<file path="src/hw/ext_ram_pkg.sv">
// Shared constants for the external RAM multiplexed bus controller
package ext_ram_pkg;
  // Address slices carried by each latch strobe
  localparam int ADDR_W = 26;
  localparam int LOW_MSB = 9;
  localparam int LOW_LSB = 2;
  localparam int MID_MSB = 17;
  localparam int MID_LSB = 10;
  localparam int HIGH_MSB = 25;
  localparam int HIGH_LSB = 18;
  // Timing: each bus phase lasts this many ns at least
  localparam int CLK_PERIOD_NS = 8;
  localparam int PHASE_NS = 16;
  localparam int PHASE_CYC = (PHASE_NS + CLK_PERIOD_NS - 1) / CLK_PERIOD_NS;
  localparam int CNT_W = 4;
  localparam logic [CNT_W-1:0] PHASE_LAST = CNT_W'(PHASE_CYC - 1);
  // Reset value of the bus byte lines
  localparam logic [7:0] BUS_RESET = 8'h00;
endpackage

</file>
<file path="src/hw/external_ram_mux_bus.sv">
// External byte-wide RAM controller over a multiplexed address/data bus
`timescale 1ns/1ps
module external_ram_mux_bus
  import ext_ram_pkg::*;
(
  input wire logic clk,
  input wire logic sys_rst,
  // Processor side
  input wire logic ext_ram_enable,
  input wire logic req_valid,
  output logic req_ready,
  input wire logic req_write,
  input wire logic [ADDR_W-1:0] req_addr,
  input wire logic [7:0] req_wdata,
  output logic rsp_valid,
  output logic [7:0] rsp_rdata,
  // Console UART routing
  input wire logic console_tx,
  output logic console_rx,
  output logic console_port_a_tx,
  input wire logic console_port_a_rx,
  output logic console_port_b_tx,
  input wire logic console_port_b_rx,
  // External bus pins
  input wire logic [7:0] ext_bus_byte_lines_in,
  output logic [7:0] ext_bus_byte_lines_out,
  output logic ext_bus_byte_lines_oe_n,
  output logic ext_low_address_bit0,
  output logic ext_low_address_bit1,
  output logic addr_latch_strobe_low,
  output logic addr_latch_strobe_mid,
  output logic addr_latch_strobe_high,
  output logic ram_select_n,
  output logic ram_write_strobe_n,
  output logic ram_output_strobe_n
);
  typedef enum {S_IDLE, S_LAT_LOW, S_LAT_MID, S_LAT_HIGH, S_ACCESS, S_DONE} state_t;

  typedef struct packed {
    state_t state;
    logic wr;
    logic [ADDR_W-1:0] addr;
    logic [7:0] wdata;
    logic [7:0] bus;
    logic drive;
    logic le_lo;
    logic le_mid;
    logic le_hi;
    logic cs_n;
    logic we_n;
    logic oe_n;
    logic rsp;
    logic [7:0] rdata;
    logic [2:0] rx_sync;
    logic rx_q;
  } st_t;

  st_t st_ff;
  st_t nxt_st;
  logic phase_start;
  logic phase_done;

  // ========================================
  // Phase timing, one instance serves every bus phase
  phase_timer #(.LAST(PHASE_LAST)) phase_timer_inst (
    .clk(clk),
    .sys_rst(sys_rst),
    .start(phase_start),
    .done(phase_done)
  );

  // ========================================
  // Bus sequencer
  always_comb begin
    nxt_st = st_ff;
    phase_start = 1'b0;
    nxt_st.rsp = 1'b0;
    // Console receive pin synchroniser, three stages
    nxt_st.rx_sync = {st_ff.rx_sync[1:0],
      ext_ram_enable ? console_port_b_rx : console_port_a_rx};
    if (st_ff.rx_sync[2] == st_ff.rx_sync[1]) begin
      nxt_st.rx_q = st_ff.rx_sync[2];
    end
    unique case (st_ff.state)
      S_IDLE: begin
        if (req_valid && ext_ram_enable) begin
          nxt_st.wr = req_write;
          nxt_st.addr = req_addr;
          nxt_st.wdata = req_wdata;
          nxt_st.bus = req_addr[LOW_MSB:LOW_LSB];
          nxt_st.drive = 1'b1;
          nxt_st.le_lo = 1'b1;
          nxt_st.state = S_LAT_LOW;
          phase_start = 1'b1;
        end
      end
      S_LAT_LOW: begin
        // Strobe lasts one cycle and the byte stays on: the latch gets hold time
        nxt_st.le_lo = 1'b0;
        if (phase_done) begin
          nxt_st.le_mid = 1'b1;
          nxt_st.bus = st_ff.addr[MID_MSB:MID_LSB];
          nxt_st.state = S_LAT_MID;
          phase_start = 1'b1;
        end
      end
      S_LAT_MID: begin
        nxt_st.le_mid = 1'b0;
        if (phase_done) begin
          // High strobe always pulses, so larger memories work too
          nxt_st.le_hi = 1'b1;
          nxt_st.bus = st_ff.addr[HIGH_MSB:HIGH_LSB];
          nxt_st.state = S_LAT_HIGH;
          phase_start = 1'b1;
        end
      end
      S_LAT_HIGH: begin
        // A one-cycle phase would lose this hold; phases are at least two cycles
        nxt_st.le_hi = 1'b0;
        if (phase_done) begin
          // Strobes are already low, so the latches hold the address at select
          nxt_st.cs_n = 1'b0;
          nxt_st.we_n = ~st_ff.wr;
          nxt_st.oe_n = st_ff.wr;
          nxt_st.drive = st_ff.wr;
          nxt_st.bus = st_ff.wr ? st_ff.wdata : BUS_RESET;
          nxt_st.state = S_ACCESS;
          phase_start = 1'b1;
        end
      end
      S_ACCESS: begin
        if (phase_done) begin
          nxt_st.we_n = 1'b1;
          nxt_st.oe_n = 1'b1;
          if (!st_ff.wr) begin
            nxt_st.rdata = ext_bus_byte_lines_in;
          end
          nxt_st.state = S_DONE;
        end
      end
      S_DONE: begin
        // Select released one cycle after the strobe for data hold
        nxt_st.cs_n = 1'b1;
        nxt_st.drive = 1'b0;
        nxt_st.rsp = 1'b1;
        nxt_st.state = S_IDLE;
      end
    endcase
  end

  always_ff @(posedge clk or posedge sys_rst) begin
    if (sys_rst) begin
      st_ff <= '{state: S_IDLE, wr: 1'b0, addr: '0, wdata: '0, bus: BUS_RESET,
                 drive: 1'b0, le_lo: 1'b0, le_mid: 1'b0, le_hi: 1'b0,
                 cs_n: 1'b1, we_n: 1'b1, oe_n: 1'b1, rsp: 1'b0, rdata: '0,
                 rx_sync: 3'h7, rx_q: 1'b1};
    end else begin
      st_ff <= nxt_st;
    end
  end

  // ========================================
  // Outputs
  assign req_ready = (st_ff.state == S_IDLE) && ext_ram_enable;
  assign rsp_valid = st_ff.rsp;
  assign rsp_rdata = st_ff.rdata;
  assign ext_bus_byte_lines_out = st_ff.bus;
  assign ext_bus_byte_lines_oe_n = ~st_ff.drive;
  assign ext_low_address_bit0 = st_ff.addr[0];
  assign ext_low_address_bit1 = st_ff.addr[1];
  assign addr_latch_strobe_low = st_ff.le_lo;
  assign addr_latch_strobe_mid = st_ff.le_mid;
  assign addr_latch_strobe_high = st_ff.le_hi;
  assign ram_select_n = st_ff.cs_n;
  assign ram_write_strobe_n = st_ff.we_n;
  assign ram_output_strobe_n = st_ff.oe_n;
  // Idle line is high, so the unused port stays quiet
  assign console_port_a_tx = ext_ram_enable ? 1'b1 : console_tx;
  assign console_port_b_tx = ext_ram_enable ? console_tx : 1'b1;
  assign console_rx = st_ff.rx_q;

  // ========================================
  // Checks
  AST_LOW_BYTE: assert property (@(posedge clk) disable iff (sys_rst)
    addr_latch_strobe_low |-> ext_bus_byte_lines_out == st_ff.addr[LOW_MSB:LOW_LSB])
    else $error("Low strobe without low address byte");
  AST_MID_BYTE: assert property (@(posedge clk) disable iff (sys_rst)
    addr_latch_strobe_mid |-> ext_bus_byte_lines_out == st_ff.addr[MID_MSB:MID_LSB])
    else $error("Mid strobe without mid address byte");
  AST_HIGH_BYTE: assert property (@(posedge clk) disable iff (sys_rst)
    addr_latch_strobe_high |-> ext_bus_byte_lines_out == st_ff.addr[HIGH_MSB:HIGH_LSB])
    else $error("High strobe without high address byte");
  AST_STROBE_DRIVEN: assert property (@(posedge clk) disable iff (sys_rst)
    (addr_latch_strobe_low || addr_latch_strobe_mid || addr_latch_strobe_high)
      |-> !ext_bus_byte_lines_oe_n && ram_select_n)
    else $error("Latch strobe while bus not driven");
  // A falling strobe must see the same byte, or the latch may catch the next one
  AST_LATCH_HOLD: assert property (@(posedge clk) disable iff (sys_rst)
    ($fell(addr_latch_strobe_low) || $fell(addr_latch_strobe_mid)
      || $fell(addr_latch_strobe_high))
      |-> $stable(ext_bus_byte_lines_out) && !ext_bus_byte_lines_oe_n)
    else $error("Bus moved as a latch strobe fell");
  AST_STROBE_ORDER: assert property (@(posedge clk) disable iff (sys_rst)
    $fell(addr_latch_strobe_low) |-> ##1 addr_latch_strobe_mid ##2 addr_latch_strobe_high)
    else $error("Latch strobes out of order");
  AST_READ_RELEASE: assert property (@(posedge clk) disable iff (sys_rst)
    !ram_output_strobe_n |-> ext_bus_byte_lines_oe_n && !ram_select_n && ram_write_strobe_n)
    else $error("Read with bus driven or not selected");
  AST_WRITE_DRIVE: assert property (@(posedge clk) disable iff (sys_rst)
    !ram_write_strobe_n |-> !ext_bus_byte_lines_oe_n && !ram_select_n
      && ext_bus_byte_lines_out == st_ff.wdata)
    else $error("Write strobe without data driven");
  AST_LOW_PINS: assert property (@(posedge clk) disable iff (sys_rst)
    (req_valid && req_ready)
      |=> {ext_low_address_bit1, ext_low_address_bit0} == $past(req_addr[1:0]))
    else $error("Low address pins wrong");
  AST_CONSOLE_ROUTE: assert property (@(posedge clk) disable iff (sys_rst)
    ext_ram_enable |-> console_port_a_tx && console_port_b_tx == console_tx)
    else $error("Console not on port b with RAM enabled");
  AST_RSP_AFTER: assert property (@(posedge clk) disable iff (sys_rst)
    (req_valid && req_ready) |-> ##[4:40] rsp_valid)
    else $error("Access did not complete");
  COV_READ: cover property (@(posedge clk) disable iff (sys_rst) rsp_valid && !st_ff.wr);
  COV_WRITE: cover property (@(posedge clk) disable iff (sys_rst) rsp_valid && st_ff.wr);
  COV_BACK2BACK: cover property (@(posedge clk) disable iff (sys_rst)
    rsp_valid ##1 (req_valid && req_ready));
endmodule // external_ram_mux_bus

</file>
<file path="src/hw/phase_timer.sv">
// Phase timer: pulses done after a programmable count of cycles
`timescale 1ns/1ps
module phase_timer
  import ext_ram_pkg::*;
#(
  parameter logic [CNT_W-1:0] LAST = PHASE_LAST
) (
  input wire logic clk,
  input wire logic sys_rst,
  input wire logic start,
  output logic done
);
  typedef struct packed {
    logic run;
    logic [CNT_W-1:0] cnt;
  } tmr_t;
  tmr_t st_ff;
  tmr_t nxt_st;

  // ========================================
  // Count up one phase
  always_comb begin
    nxt_st = st_ff;
    done = st_ff.run && (st_ff.cnt == LAST);
    if (start) begin
      nxt_st.run = 1'b1;
      nxt_st.cnt = '0;
    end else if (done) begin
      nxt_st.run = 1'b0;
    end else if (st_ff.run) begin
      nxt_st.cnt = st_ff.cnt + CNT_W'(1);
    end
  end

  always_ff @(posedge clk or posedge sys_rst) begin
    if (sys_rst) begin
      st_ff <= '0;
    end else begin
      st_ff <= nxt_st;
    end
  end
endmodule // phase_timer

</file>
<file path="config.mk">
export PLATFORM = sky130hd
export DESIGN_NAME = external_ram_mux_bus
export DESIGN_NICKNAME = d
export VERILOG_FILES = /design/src/hw/ext_ram_pkg.sv /design/src/hw/external_ram_mux_bus.sv /design/src/hw/phase_timer.sv
export SDC_FILE = /design/constraint.sdc
export NUM_CORES = 1
export LEC_CHECK = 0
export BUFFER_PORTS_ARGS = -buffer_cell sky130_fd_sc_hd__clkbuf_2
export CORE_AREA = 10 10 139 116
export DETAILED_ROUTE_END_ITERATION = 8
export DIE_AREA = 0 0 149 126
export GPL_TIMING_DRIVEN = 0
export PLACE_DENSITY = 0.5
export SYNTH_ARGS = -nofsm -noshare
export SYNTH_HDL_FRONTEND = slang
export SYNTH_SLANG_ARGS = --single-unit
</file>
<file path="constraint.sdc">
create_clock -name clk -period 6.2 [get_ports clk]
set_clock_uncertainty 0.2 [all_clocks]
set_input_delay 0.31 -clock clk [delete_from_list [all_inputs] [get_ports clk]]
set_output_delay 0.31 -clock clk [all_outputs]
set_load 0.02 [all_outputs]
</file>
==> out/results.ini <==
[run_status]
run_status=completed

[timing]
tightestPinTransition_ns=0.625
rsz0062_at_grt=no
fmax_mhz=461
fin_crit_sh=0.350
setup_ws_ns=4.03
finalHoldViolations=0
slew_viol_final=0
relSlewSlack=0.583
finalCriticalPeriod_ns=2.17
setup_viol=0
hold_slack_ns=0.00785
tns_ns=0

[route]
wl_per_cell_um=15.1
post-route-drc-count=0
dr_total_vias=2202
drtPass1Iterations=4
vias_per_cell=4.15
drt_iter0_drc=114
ant_nets=0
wl_um=7990

[cts]
cts_buffers=9
cts_tree=built
max-clock-path-buffers=2
cts_num_sinks=63
insertion_delay_ns=0.33
htree_levels=3
root_buffer=clkbuf_16
postCtsSetupBuffers=0
post_cts_resized=0
path_clk_slew_ns=0.06

[critical_path]
r2r_slack_ns=4.03
critPathTopFamily=buffers and inverters
startpoint_type=register
worst-path-buf-inv=3
critPathLaunch=phase_timer_inst.st_ff[1]
worstPathArrival_ns=2.18
crit_required_ns=6.21
cp_slowest_cell=dfrtp_1
path_cells=inv_1 -> ha_1 -> and4bb_1 -> buf_4 -> nand2b_1 -> o21ai_2 -> buf_6 -> mux2_1
r2r_start=phase_timer_inst.st_ff[1]
worst-setup-path-type=register to register
reg2reg_to=ext_bus_byte_lines_out[3]
cp-end-kind=register
cp_slowest_stage_delay_ns=0.41
worst_r2r_path_depth=8
cp_max_fo=10

[floorplan]
die_width_um=149
die_area_mm2=0.0188
rows=38
coreArea_mm2=0.0133
start_util=0.225
pin_count=80
die_height_um=126

[placed_design]
gp_congestion=0.753
dp_hpwl_um=5940
portBuffers=79
pre_cts_ws_ns=4.01

[final_layout]
seq_area_mm2=0.00159
fillCellCount=1376
post-route-util=0.301
multi_input_area_mm2=0.00117
syn2layout_area_growth_pct=33.9
layout.nets=397
layout-drive-gt1-share=0.494
antenna_cells=0

[synth]
synth_top_area_cell=dfrtp_1
yosys.area.top_type_share=0.468
synthMostInstantiatedCell=dfrtp_1
synth_edf_count=0
synth.distinct_cells=40
synth.ff_latch_count=63
ys_async_sr_fraction=1.00
synth_nets=297
syn_avg_cell_area_um2=12.2
synthesis.area_mm2=0.00300
yosys_warnings=0
synth_flop_cell=dfrtp_1
ys_seq_area_frac=0.529
yosys-top-cells-count=dfrtp_1 (56), a21oi_1 (27), mux2_2 (20)
syn_inst=245
synth.area.top_cells=dfrtp_1 (47%), mux2_4 (9.5%), mux2_2 (7.5%), dfstp_2 (6.1%), a21oi_1 (4.5%)

[power]
power_mw=1.93
worst_ir_drop_vdd_uv=168
p_leak_nw=1.91
power.density_mw_per_mm2=480

[hold_path]
hold_path_startpoint=req_addr[17]
hold_depth=2
hp-class=input pin to register
hold_end=st_ff[53]

[global_route]
antenna_found_initial=0
grt_usage=0.0880
grt_pass1_wl_um=12900
grt_max_degree=42
overflow=0
grt_pass1_vias=2423

[run]
max_cap_viol_count=0

==> layout by cell type, fill, tap and decap left out, drive strengths merged, types with 3 or more instances in the layout <==
cell type,synthesis,routed
buf,26,27
clkinv,0,3
o221ai,3,3
a21oi,27,27
or2,3,3
nor2,8,8
mux2,44,44
nand2,11,11
a31oi,8,8
dfstp,7,7
nand3,3,3
o21ai,13,13
dfrtp,56,56
clkbuf,4,94
inv,8,8
dlygate4sd3,0,9
==> through the flow <==
stage                     std cells  instance area [um2]
after floorplan                 245                 3000
after global placement          504                 3620
after detailed placement        505                 3640
after CTS                       530                 4010
after global routing            530                 4010
final                           530                 4010
==> worst max path at each step <==
| stage | to | cells after the start | slack [ns] |
|---|---|---|---|
| CTS | ext_bus_byte_lines_out[3] | 8 | 3.99 |
| finish | ext_bus_byte_lines_out[3] | 8 | 4.03 |
| global route | ext_bus_byte_lines_out[4] | 8 | 3.88 |
| global placement | ext_low_address_bit0 | 2 | 3.24 |
| floorplan | addr_latch_strobe_high | 1 | 4.13 |
| detailed placement | ext_bus_byte_lines_out[1] | 8 | 4.01 |
==> layer usage <==
layer / vias up / part of all wire / GRT usage
li1: 1044 / - / -
met1: 1072 / 0.48 / 0.113
met2: 75 / 0.43 / 0.129
met3: 11 / 0.077 / 0.0401
met4: 0 / 0.011 / 0.0277
met5: - / 0 / 0
==> cell type report <==
cell class / instances / area share
tap: 180 / 0.0562
buffer: 30 / 0.0527
inverter: 8 / 0.00749
clock buffer: 11 / 0.0605
timing repair buffer: 89 / 0.128
clock inverter: 5 / 0.00842
sequential: 63 / 0.395
multi-input combinational: 144 / 0.291
==> logic make-up after synthesis <==
kind of cell               after synthesis  synth area share
buffers and inverters                   38            0.0806
xor gates and xnor gates                 3           0.00877
AOI/OAI and AO/OA                       55             0.103
DFF                                     63             0.529
muxes                                   45             0.193
and+or+nand+nor                         38            0.0739
adders and majority gates                3            0.0117
==> flip-flops by register name (all words and copies together) (netlist names) <==
| register | count |
|---|---|
| ext_low_address_bit1 | 1 |
| addr_latch_strobe_mid | 1 |
| nxt_st | 2 |
| rsp_valid | 1 |
| addr_latch_strobe_low | 1 |
| rsp_rdata | 8 |
| ext_bus_byte_lines_out | 8 |
| ram_output_strobe_n | 1 |
| console_rx | 1 |
| ext_low_address_bit0 | 1 |
| phase_timer_inst.st_ff | 5 |
| addr_latch_strobe_high | 1 |
| ram_write_strobe_n | 1 |
| st_ff | 30 |
| ram_select_n | 1 |
==> power breakdown <==
group / switching, mW / internal, mW / leakage (nW)
registers: 0.106 / 0.586 / 0.745
logic: 0.392 / 0.379 / 1.04
clock network: 0.183 / 0.280 / 0.132
==> what timing repair did <==
action                                 CTS  global route
hold buffers                             9             0
endpoints found under the hold margin   25             0
setup endpoints to repair                0             0
No activity file was read; power rests on OpenSTA's default activity.
